`src/core/adc_capture_params.svh`:
```
// Constants for the converter output control block
`ifndef ADC_CAPTURE_PARAMS_SVH
`define ADC_CAPTURE_PARAMS_SVH
`define SAMPLE_WIDTH 12
`define PIPE_DEPTH 4
`define RECOVER_CYCLES 16
`define MIN_SAMPLE_RATE_KHZ 100
`define MAX_SAMPLE_RATE_KHZ 15000
`define CLK_SYS_KHZ 50000
`define RESET_OE_N 1'b1
`define RESET_UNDEFINED 1'b1
`endif

```
`src/core/adc_capture_pkg.sv`:
```
// Types for the converter output control block
`include "adc_capture_params.svh"
package adc_capture_pkg;
    typedef enum logic [1:0] {run_s, sleep_s, recover_s} power_state_t;
    typedef struct packed {
        logic [`SAMPLE_WIDTH-1:0] code;
        logic valid;
    } sample_t;
    typedef struct packed {
        logic [2:0] float_sync;
        logic [2:0] save_sync;
        logic [2:0] conv_sync;
        logic [`PIPE_DEPTH-1:0][`SAMPLE_WIDTH-1:0] pipe;
        logic [`PIPE_DEPTH-1:0] pipe_ok;
        power_state_t pstate;
        logic [15:0] recover_cnt;
        sample_t out_word;
        logic [`SAMPLE_WIDTH-1:0] data_out;
        logic data_oe_n;
        logic undefined;
    } state_t;
endpackage

```
`src/core/adc_output_capture_ctrl.sv`:
```
// Digital output path of a pipelined 12-bit converter
`timescale 1ns/100ps
`include "adc_capture_params.svh"
module adc_output_capture_ctrl
    import adc_capture_pkg::*;
#(
    parameter int unsigned RECOVER = `RECOVER_CYCLES
) (
    // System
    input wire logic clk_sys,
    input wire logic rst,
    // Device pins, asynchronous
    input wire logic sample_clk,
    input wire logic output_float_pin,
    input wire logic power_save_pin,
    // Quantiser result, offset binary
    input wire logic [`SAMPLE_WIDTH-1:0] quant_code,
    // Data pins, enable active low
    output logic [`SAMPLE_WIDTH-1:0] data_out,
    output logic data_oe_n,
    // Status
    output logic data_valid,
    output logic data_undefined
);
    state_t s;
    state_t next_s;
    logic conv_tick;
    logic float_q;
    logic save_q;

    // Shift one pin sample into a synchroniser chain
    function automatic logic [2:0] sync_shift(input logic [2:0] chain,
        input logic pin);
        return {chain[1:0], pin};
    endfunction

    // Word may be trusted only with both control pins low
    function automatic logic word_visible(input logic flt, input logic sav);
        return !flt && !sav;
    endfunction

    function automatic logic is_running(input power_state_t st);
        return st == run_s;
    endfunction

    assign float_q = s.float_sync[1];
    assign save_q = s.save_sync[1];
    // Rising sample clock, read from second and third stages only
    assign conv_tick = s.conv_sync[1] & ~s.conv_sync[2];

    always_comb begin
        next_s = s;
        next_s.float_sync = sync_shift(s.float_sync, output_float_pin);
        next_s.save_sync = sync_shift(s.save_sync, power_save_pin);
        next_s.conv_sync = sync_shift(s.conv_sync, sample_clk);
        case (s.pstate)
            run_s: begin
                if (save_q) begin
                    next_s.pstate = sleep_s;
                end
            end
            sleep_s: begin
                if (!save_q) begin
                    next_s.pstate = recover_s;
                    next_s.recover_cnt = 16'(RECOVER);
                end
            end
            recover_s: begin
                if (save_q) begin
                    next_s.pstate = sleep_s;
                end else if (s.recover_cnt <= 16'h0001) begin
                    next_s.pstate = run_s;
                    next_s.recover_cnt = 16'h0000;
                end else begin
                    next_s.recover_cnt = s.recover_cnt - 16'h0001;
                end
            end
            default: begin
                next_s.pstate = sleep_s;
            end
        endcase
        if (save_q) begin
            next_s.pipe = '0;
            next_s.pipe_ok = '0;
        end else if (conv_tick) begin
            // Code settled long before the synced edge shows up, so the
            // edge serves as the handshake and the word needs no sync
            next_s.pipe = {s.pipe[`PIPE_DEPTH-2:0], quant_code};
            next_s.pipe_ok = {s.pipe_ok[`PIPE_DEPTH-2:0],
                              is_running(s.pstate)};
            next_s.out_word.code = s.pipe[`PIPE_DEPTH-1];
        end
        next_s.out_word.valid = word_visible(float_q, save_q) &&
            is_running(s.pstate) && s.pipe_ok[`PIPE_DEPTH-1];
        next_s.undefined = save_q;
        next_s.data_out = save_q ? '0 : next_s.out_word.code;
        next_s.data_oe_n = float_q;
    end

    always_ff @(posedge clk_sys) begin
        if (rst) begin
            s <= '{default: '0, pstate: sleep_s, data_oe_n: `RESET_OE_N,
                   undefined: `RESET_UNDEFINED};
        end else begin
            s <= next_s;
        end
    end

    assign data_out = s.data_out;
    assign data_oe_n = s.data_oe_n;
    assign data_valid = s.out_word.valid;
    assign data_undefined = s.undefined;
endmodule

```
`config.mk`:
```
export PLATFORM = sky130hd
export DESIGN_NAME = adc_output_capture_ctrl
export DESIGN_NICKNAME = d
export VERILOG_FILES = /design/src/core/adc_capture_pkg.sv /design/src/core/adc_output_capture_ctrl.sv
export VERILOG_INCLUDE_DIRS = /design/src /design/src/core
export SDC_FILE = /design/constraint.sdc
export NUM_CORES = 1
export LEC_CHECK = 0
export ABC_AREA = 1
export BUFFER_PORTS_ARGS = -buffer_cell sky130_fd_sc_hd__buf_2
export CAP_MARGIN = 25
export CORE_UTILIZATION = 40
export DETAILED_ROUTE_END_ITERATION = 12
export GPL_ROUTABILITY_DRIVEN = 0
export PLACE_DENSITY_LB_ADDON = 0.15
export SETUP_SLACK_MARGIN = 0.15
export SYNTH_ARGS = -nofsm -noshare
export SYNTH_HDL_FRONTEND = slang
export SYNTH_SLANG_ARGS = --single-unit
export TNS_END_PERCENT = 5
```
`constraint.sdc`:
```
create_clock -name clk_sys -period 1.5 [get_ports clk_sys]
set_clock_uncertainty 0.05 [all_clocks]
set_input_delay 0 -clock clk_sys [delete_from_list [all_inputs] [get_ports clk_sys]]
set_output_delay 0 -clock clk_sys [all_outputs]
set_load 0.02 [all_outputs]
```
==> results of run 1 <==
[registers in the layout, indices dropped and copies added (netlist names)]
name / flops
data_out: 12
float_q: 1
next_s: 5
data_oe_n: 1
data_undefined: 1
data_valid: 1
s: 83
[power groups by stage]
stage               Combinational, W  Sequential, W  Clock [W]
global route                 0.00248        0.00316    0.00183
detailed placement           0.00158        0.00314          0
floorplan                    0.00127        0.00311          0
global placement             0.00155        0.00313          0
CTS                          0.00173        0.00309    0.00171
finish                       0.00222        0.00314    0.00166
[per-layer routing]
metal / wire (um) / up-vias
met5: 0 / -
met4: 98 / 0
li1: - / 1616
met1: 4020 / 1384
met3: 196 / 8
met2: 3350 / 47
[layout make-up]
cell class / count / area, um2
clock buffers: 10 / 128
clock inverters: 6 / 62.6
fillers: 934 / 4480
inverters: 34 / 133
multi-input cells: 320 / 1720
flip-flops and latches: 104 / 2100
well taps: 129 / 161
repair buffers: 69 / 539
[timing repair]
action	in CTS	in global routing
cloned	1	0
pin swaps	3	12
hold buffers	20	0
setup buffers	1	7
resized for setup	22	54
setup endpoints to repair	19	31
hold endpoints to repair	20	0
[cells by family (layout without fill, tap and decap cells)]
family,after synthesis,count (layout)
AND/OR/NAND/NOR,234,235
flip-flops,104,104
buffers and inverters,67,119
AO/OA/AOI/OAI,62,62
multiplexers,12,12
XOR/XNOR,9,9
adder cells (fa/ha/maj),2,2
[metrics by stage]
step,hold WS [ps],util [%]
finish,104,51.9
global route,111,51.9
CTS,94.2,49.4
detailed placement,159,44.4
global placement,152,44.4
floorplan,57.0,-
[worst max path at each step]
stage	endpoint	slack (ps)	depth (start not counted)
2_1_floorplan	s[37]	200	8
3_5_place_dp	s[37]	60	9
4_1_cts	s[30]	140	9
5_1_grt	s[38]	70	7
3_3_place_gp	s[37]	110	9
6_report	s[35]	130	9
[worst max-delay path: stages, from the launching register on]
cell	delay, ps
dfxtp_2	350
inv_4	70
ha_4	150
nand3_4	120
nand2_4	90
nand3_4	100
nand2_4	90
nand2_4	80
nand2_4	110
nor2_1	50
[cell usage in the layout, fill, tap and decap left out, types with 3 or more instances in the layout]
cell	count
nand3_2	3
nand3_1	4
nor2_4	10
buf_2	31
o21ai_0	45
mux2i_1	12
dfxtp_2	9
clkbuf_8	9
nor2_1	145
o21ai_1	9
xor2_1	4
buf_6	3
nand2_4	7
dfxtp_1	93
inv_1	26
nand2_1	38
a21oi_1	7
dlygate4sd3_1	20
inv_2	5
nand2_2	3
nand3b_1	3
buf_12	3
nor2_2	15
buf_4	12
xnor2_1	3
==> flow_summary.toml, run 1 <==
[run_status]
status = "completed"

[routing]
drtAntennaViolNets = 0
finalWirelength_um = 7670
vias = 3055
viasPerCell = 4.55
wl_per_cell_um = 11.4
drc = 0
drtIter0Drc = 118
dr.pass1.iters = 5

[synth]
yosysTopAreaCell = "dfxtp_1"
synth_edf_count = 0
ys_warn_count = 0
synth.cell_area_mm2 = 0.00390
yosysMostFrequentCell = "nor2_1"
synth_area_per_cell_um2 = 7.96
synth-compound-area-share_pct = 7.96
synth_cell_types = 29
ys_async_sr_fraction_pct = 0
syn_nets = 509
yosys-top-cells-area = "dfxtp_1 (53%), nor2_1 (16%), o21ai_0 (5.8%)"
yosys-top-cells-count = "nor2_1 (164), dfxtp_1 (104), nand2_1 (45), o21ai_0 (45), inv_1 (32)"
synthMuxAreaShare_pct = 3.08
synthCells = 490
synth_top_area_share_pct = 53.4
yosys_most_used_dff = "dfxtp_1"
synth_seq_cells = 104
synthSimpleGateAreaFrac_pct = 24.8
ys_seq_area_share_pct = 53.4
synth_xor_area_share_pct = 2.02
synthAdderAreaFrac_pct = 0.642
synth_top_family_by_area = "simple AND/OR/NAND/NOR gates"

[power_and_ir_drop]
finalPower_w = 0.00702
clockPowerShare_pct = 23.7
cellPowerDensity_mw_per_mm2 = 1450
swShare_pct = 35.7
p_sw_w = 0.00251
peakVddDrop_v = 0.000515
combinationalPowerShare_pct = 31.7
seqPwrFrac_pct = 44.6
p_leak_nw = 2.32
p_int_w = 0.00452

[timing]
rsz0062_at_grt = "true"
fin_crit_ps = 1370
finalHoldViolations = 0
relSlewSlack_pct = 78.6
fmax_mhz = 731
setup_violations = 0
setup_ws_ps = 131
finalMaxSlewViolations = 0
worst_pin_slew_ps = 321
setup_tns_ps = 0
fin_crit_sh_pct = 91.2

[layout]
syn_to_final_growth_pct = 24.2
drive_above_1_share_pct = 23.9
instances_no_fill = 672
fin_nets = 557
n_antenna_cell = 0
fin_area_mm2 = 0.00484

[worst_setup_path]
reg2regPathDepth = 9
cp-start-kind = "flop"
r2r-start = "s[28]"
criticalPathCategory = "flop to flop"
cp.required_ps = 1720
cp_max_fo = 5
r2r-end = "s[35]"
critical_path.startpoint = "s[28]"
cp.arrival_ps = 1580
cp-end-kind = "flop"
rrSetupSlack_ps = 130

[global_route]
first_global_vias = 2906
grt-ovfl-total = 0
use_met2_pct = 24.7
grt_start_max_net_pins = 53
top_usage_layer = "met2"
groute.usage.overall_pct = 16.4
grt_pass1_wl_um = 13200
met3_usage_pct = 3.40
antenna_found_initial = 0
gr-usage-met1_pct = 23.1

[cts]
clk_path_buf_depth = 2
cts_root_buf = "clkbuf_8"
clkSlewWorstSetupHoldPaths_ps = 100
clock-sinks = 104
cts_tree = "yes"
clkLatencyLatePin_ps = 370
cts_made_buffers = 9
h-tree-depth = 3

[floorplan]
die_area_mm2 = 0.0101
num_rows = 35
die-width_um = 101
core_area_mm2 = 0.00933
io_pins = 32
initial_core_util_pct = 41.8
die_height_um = 101

[hold_path]
hold_depth = 3
whs_endpoint = "s[24]"
hold_class = "primary input to flop"
min_from = "rst"

[placed_design]
portBuffers = 31
hpwl_um = 4710
placed_area_mm2 = 0.00414
pre_cts_ws_ps = 61.4
place_inst = 627

[flow_run]
drv_cap = 0
No activity file was read; power rests on OpenSTA's default activity.
==> run 2, diff against run 1 <==
--- a/config.mk
+++ b/config.mk
@@ -12,6 +12,7 @@
 export CORE_UTILIZATION = 40
 export DETAILED_ROUTE_END_ITERATION = 12
 export GPL_ROUTABILITY_DRIVEN = 0
+export GPL_TIMING_DRIVEN = 0
 export PLACE_DENSITY_LB_ADDON = 0.15
 export SETUP_SLACK_MARGIN = 0.15
 export SYNTH_ARGS = -nofsm -noshare
==> run 2 against run 1 <==
Against the previous run: routed wire length is 0.82% higher; critical path type unchanged; utilization is 0.52 points higher; total power is 1.0% lower; count of clock-buffer cells in the layout stayed put; worst setup slack better by 18 ps; largest power group unchanged; combinational power is 5% lower; sequential cell count stayed put.
==> flow_summary.toml, run 2 (same netlist as run 1, synthesis figures left out) <==
[power_and_ir_drop]
finalPower_w = 0.00695
cellPowerDensity_mw_per_mm2 = 1420
p_leak_nw = 2.36
peakVddDrop_v = 0.000522

[timing]
finalHoldViolations = 0
setup_violations = 0
fin_crit_sh_pct = 90.0
fmax_mhz = 740
fin_crit_ps = 1350
worst_pin_slew_ps = 467
relSlewSlack_pct = 68.9
setup_tns_ps = 0
finalMaxSlewViolations = 0
rsz0062_at_grt = "true"
hold_ws_ps = 317

[worst_setup_path]
cp-start-kind = "flop"
cp_max_fo = 4
slowest_stage = "dfxtp_2"
criticalPathCategory = "flop to flop"
slowest_delay_ps = 350
cp-end-kind = "flop"
cp.required_ps = 1720
cp.arrival_ps = 1570
path_cells = "nor2_2 > nand2_1 > buf_4 > nor2_4 > nand3_2 > xor2_1 > inv_1 > nor2_1"

[routing]
finalWirelength_um = 7730
vias = 3102
viasPerCell = 4.44
wl_per_cell_um = 11.1
drtIter0Drc = 110
drtAntennaViolNets = 0
dr.pass1.iters = 4
drc = 0

[layout]
syn_to_final_growth_pct = 25.4
largest_reg_flops = 83
final_cell_mix = "nor2_1 (152), dfxtp_1 (93), o21ai_0 (45)"
instances_no_fill = 698
regMostFlops = "s"
fin_area_mm2 = 0.00489
drive_above_1_share_pct = 25.7
layout_commonest_cell = "nor2_1"
fin_nets = 583
n_antenna_cell = 0
n_fill_cell = 892

[floorplan]
die-width_um = 101
core_area_mm2 = 0.00933
num_rows = 35
die_height_um = 101
die_area_mm2 = 0.0101
initial_core_util_pct = 41.8
io_pins = 32

[global_route]
antenna_found_initial = 0
grt_pass1_wl_um = 13000
first_global_vias = 2881
grt_start_max_net_pins = 20
groute.usage.overall_pct = 16.2
grt-ovfl-total = 0

[cts]
clk_path_buf_depth = 2
clkSlewWorstSetupHoldPaths_ps = 100
h-tree-depth = 3
clkLatencyLatePin_ps = 370
cts_root_buf = "clkbuf_8"
clock-sinks = 104
cts_tree = "yes"
cts_made_buffers = 9

[placed_design]
place_inst = 649
hpwl_um = 5000
portBuffers = 30
placed_area_mm2 = 0.00421

[flow_run]
drv_cap = 0

[hold_path]
hold_class = "primary input to flop"

[run_status]
status = "completed"
[run 2: per-stage QoR]
stage	utilization [%]	worst slack [ps]
after global routing	52.4	42.5
after floorplan	-	196
after global placement	45.2	32.9
after detailed placement	45.2	25.0
final	52.4	150
after CTS	50.1	82.5
[run 2: timing repair]
action / 4_1_cts / 5_1_grt
cloned: 1 / 0
setup buffers: 5 / 12
hold buffers: 16 / 0
endpoints found under the setup margin: 81 / 91
gates resized for setup: 19 / 68
pin swaps: 8 / 11
endpoints found under the hold margin: 19 / 0
[run 2: worst paths after layout]
path / end / slack, ps / from / depth (start not counted)
setup reg to reg: s[37] / 150 / s[33] / 8
hold reg to reg: next_s[0] / 350 / next_s[101] / 2
setup / recovery: s[37] / 150 / s[33] / 8
hold / removal: next_s[101] / 320 / power_save_pin / 4
[run 2: report_power, final]
| part | switching, W | total [W] | internal [W] | leakage, nW |
|---|---|---|---|---|
| logic | 0.00121 | 0.00212 | 0.000912 | 1.41 |
| registers | 0.000161 | 0.00312 | 0.00296 | 0.851 |
| clock network | 0.00101 | 0.00170 | 0.000690 | 0.0982 |
| total | 0.00239 | 0.00695 | 0.00456 | 2.36 |
[run 2: area by class of cell]
cell class / count / area [um2] / area share [%]
Clock buffer: 10 / 138 / 2.81
Tap cell: 129 / 161 / 3.30
Sequential cell: 104 / 2100 / 42.9
Buffer: 32 / 208 / 4.25
Timing Repair Buffer: 63 / 442 / 9.03
Clock inverter: 6 / 61.3 / 1.25
Multi-Input combinational cell: 320 / 1650 / 33.7
Inverter: 34 / 134 / 2.74
[run 2: metal layers]
layer / vias up / global-route usage (%) / wire, um
met5: - / 0 / 0
met4: 0 / 6.35 / 38
met2: 44 / 25.6 / 3390
met3: 2 / 2.50 / 266
li1: 1666 / - / -
met1: 1390 / 22.3 / 4030
[run 2: critical path: cells and delay by family (launching register included)]
family	cells	cell delay (ps)
buf+inv	2	200
xor+xnor	1	160
simple gates	5	510
flops	1	350
==> run 3, diff against run 2 <==
--- a/config.mk
+++ b/config.mk
@@ -9,7 +9,7 @@
 export ABC_AREA = 1
 export BUFFER_PORTS_ARGS = -buffer_cell sky130_fd_sc_hd__buf_2
 export CAP_MARGIN = 25
-export CORE_UTILIZATION = 40
+export CORE_UTILIZATION = 30
 export DETAILED_ROUTE_END_ITERATION = 12
 export GPL_ROUTABILITY_DRIVEN = 0
 export GPL_TIMING_DRIVEN = 0
==> constraint.sdc (replaced) <==
create_clock -name clk_sys -period 1.15 [get_ports clk_sys]
set_clock_uncertainty 0.05 [all_clocks]
set_input_delay 0 -clock clk_sys [delete_from_list [all_inputs] [get_ports clk_sys]]
set_output_delay 0 -clock clk_sys [all_outputs]
set_load 0.02 [all_outputs]
==> run 3 against run 2 <==
Against the previous run: the flow now finishes with violations (setup timing); sequential power up 30%; total power up 40%; via count down 0.87%; critical path depth up 1; maximum frequency down 0.38%; highest routed layer unchanged.
==> flow_summary.toml, run 3 (same netlist as run 1, synthesis figures left out) <==
[power_and_ir_drop]
finalPower_w = 0.00975
peakVddDrop_v = 0.000729
p_int_w = 0.00651
combinationalPowerShare_pct = 27.2
p_leak_nw = 2.42
cellPowerDensity_mw_per_mm2 = 1850
p_sw_w = 0.00325
swShare_pct = 33.3
seqPwrFrac_pct = 41.6
clockPowerShare_pct = 31.2

[cts]
cts_tree = "yes"
cts_root_buf = "clkbuf_16"
cts_made_buffers = 9
clock-sinks = 104
clkSlewWorstSetupHoldPaths_ps = 70
clkLatencyLatePin_ps = 350
h-tree-depth = 3
clk_path_buf_depth = 2

[global_route]
first_global_vias = 2761
met3_usage_pct = 3.14
antenna_found_initial = 0
grt-ovfl-total = 0
grt_pass1_wl_um = 13400
groute.usage.overall_pct = 12.9
gr-usage-met1_pct = 18.3
top_usage_layer = "met2"
grt_start_max_net_pins = 22
use_met2_pct = 18.7

[floorplan]
initial_core_util_pct = 30.8
core_area_mm2 = 0.0127
num_rows = 41
die-width_um = 116
io_pins = 32
die_height_um = 116
die_area_mm2 = 0.0135

[routing]
drtIter0Drc = 133
drc = 0
viasPerCell = 4.18
dr.pass1.iters = 4
wl_per_cell_um = 10.8
drtAntennaViolNets = 0
vias = 3075
finalWirelength_um = 7980

[placed_design]
hpwl_um = 5390
portBuffers = 30
pre_cts_ws_ps = -368
place_inst = 692

[layout]
multi_input_area_mm2 = 0.00176
syn_to_final_growth_pct = 35.5
n_fill_cell = 1313
layout_commonest_cell = "nor2_1"
final_cell_mix = "nor2_1 (132), dfxtp_1 (98), o21ai_1 (38)"
drive_above_1_share_pct = 30.5
n_antenna_cell = 0
instances_no_fill = 736
postLayoutCoreUtil_pct = 41.7
seqCellArea_mm2 = 0.00209
fin_nets = 578
largest_reg_flops = 83
regMostFlops = "s"

[timing]
relSlewSlack_pct = 68.6
fin_crit_ps = 1360
setup_violations = 53
fmax_mhz = 738
finalMaxSlewViolations = 0
finalHoldViolations = 0
rsz0062_at_grt = "true"
fin_crit_sh_pct = 118
setup_ws_ps = -206
worst_pin_slew_ps = 471

[worst_setup_path]
cp.required_ps = 1340
path_cells = "inv_4 > ha_4 > nand3_4 > nand2_4 > nand3_4 > nand2_2 > nand2_4 > nand2_4 > nor2_2"
critPathTopFamily = "simple AND/OR/NAND/NOR gates"
slowest_stage = "dfxtp_2"
cp-end-kind = "flop"
slowest_delay_ps = 340
cp.arrival_ps = 1540
critPathBufInv = 1
criticalPathCategory = "flop to flop"
cp_common_cell = "nand2_4"
cp-start-kind = "flop"
cp_max_fo = 5

[flow_run]
drv_cap = 0

[run_status]
status = "complete, but fails checks"
violations = "setup timing"

[hold_path]
hold_class = "primary input to flop"
[run 3: cell count changes in the layout (fill, tap and decap cells not counted), moves of 4 or more]
cell	change
clkbuf_16	+10
nor2_2	+17
buf_6	+4
buf_2	-5
nor2_1	-20
buf_4	-8
dfxtp_1	+5
buf_8	+5
o21ai_1	+29
clkbuf_8	-8
o21ai_0	-32
[run 3: worst paths after layout]
| kind | start | slack (ps) | depth (start not counted) | end |
|---|---|---|---|---|
| hold reg to reg | next_s[98] | 350 | 2 | next_s[99] |
| setup reg to reg | s[27] | -210 | 9 | s[35] |
| setup / recovery | s[27] | -210 | 9 | s[35] |
| hold / removal | rst | 60 | 4 | s[57] |
[run 3: repair_timing]
item	CTS	global route
cloned	2	0
pin swaps	5	11
hold buffers	17	0
endpoints found under the hold margin	18	0
endpoints found under the setup margin	96	101
resized for setup	108	60
buffers inserted	6	4
[run 3: worst reg2reg max path: stages, from the launching register on]
cell     delay, ps
dfxtp_2        340
inv_4           70
ha_4           140
nand3_4        110
nand2_4        110
nand3_4        100
nand2_2        100
nand2_4         70
nand2_4        110
nor2_2          50
[run 3: through the flow]
step | setup TNS (ps) | instance area [um2] | hold slack [ps]
CTS | -4940 | 5090 | 38.5
global route | -10780 | 5280 | 92.3
finish | -4720 | 5280 | 56.3
detailed placement | -25190 | 4290 | 158
floorplan | -1760 | 3930 | 57.0
global placement | -25110 | 4290 | 155
[run 3: routing by layer]
layer	wire (um)	up-vias	part of all wire [%]
met5	0	-	0
met4	74	0	0.93
met3	373	8	4.7
met2	3400	58	43
met1	4130	1350	52
li1	-	1659	-
[run 3: power by group through the flow]
stage / Clock [W] / Combinational, W / Sequential, W
2_1_floorplan: 0 / 0.00173 / 0.00406
6_report: 0.00304 / 0.00265 / 0.00406
5_1_grt: 0.00331 / 0.00297 / 0.00409
3_3_place_gp: 0 / 0.00211 / 0.00410
4_1_cts: 0.00315 / 0.00245 / 0.00404
3_5_place_dp: 0 / 0.00211 / 0.00410
[run 3: area by class of cell]
type                       count  area share, %
sequential                   104           39.5
multi-input combinational    320           33.4
timing repair buffer          58           8.60
buffer                        32           5.73
clock buffer                   9           4.26
tap                          172           4.07
inverter                      34           2.79
clock inverter                 7           1.63
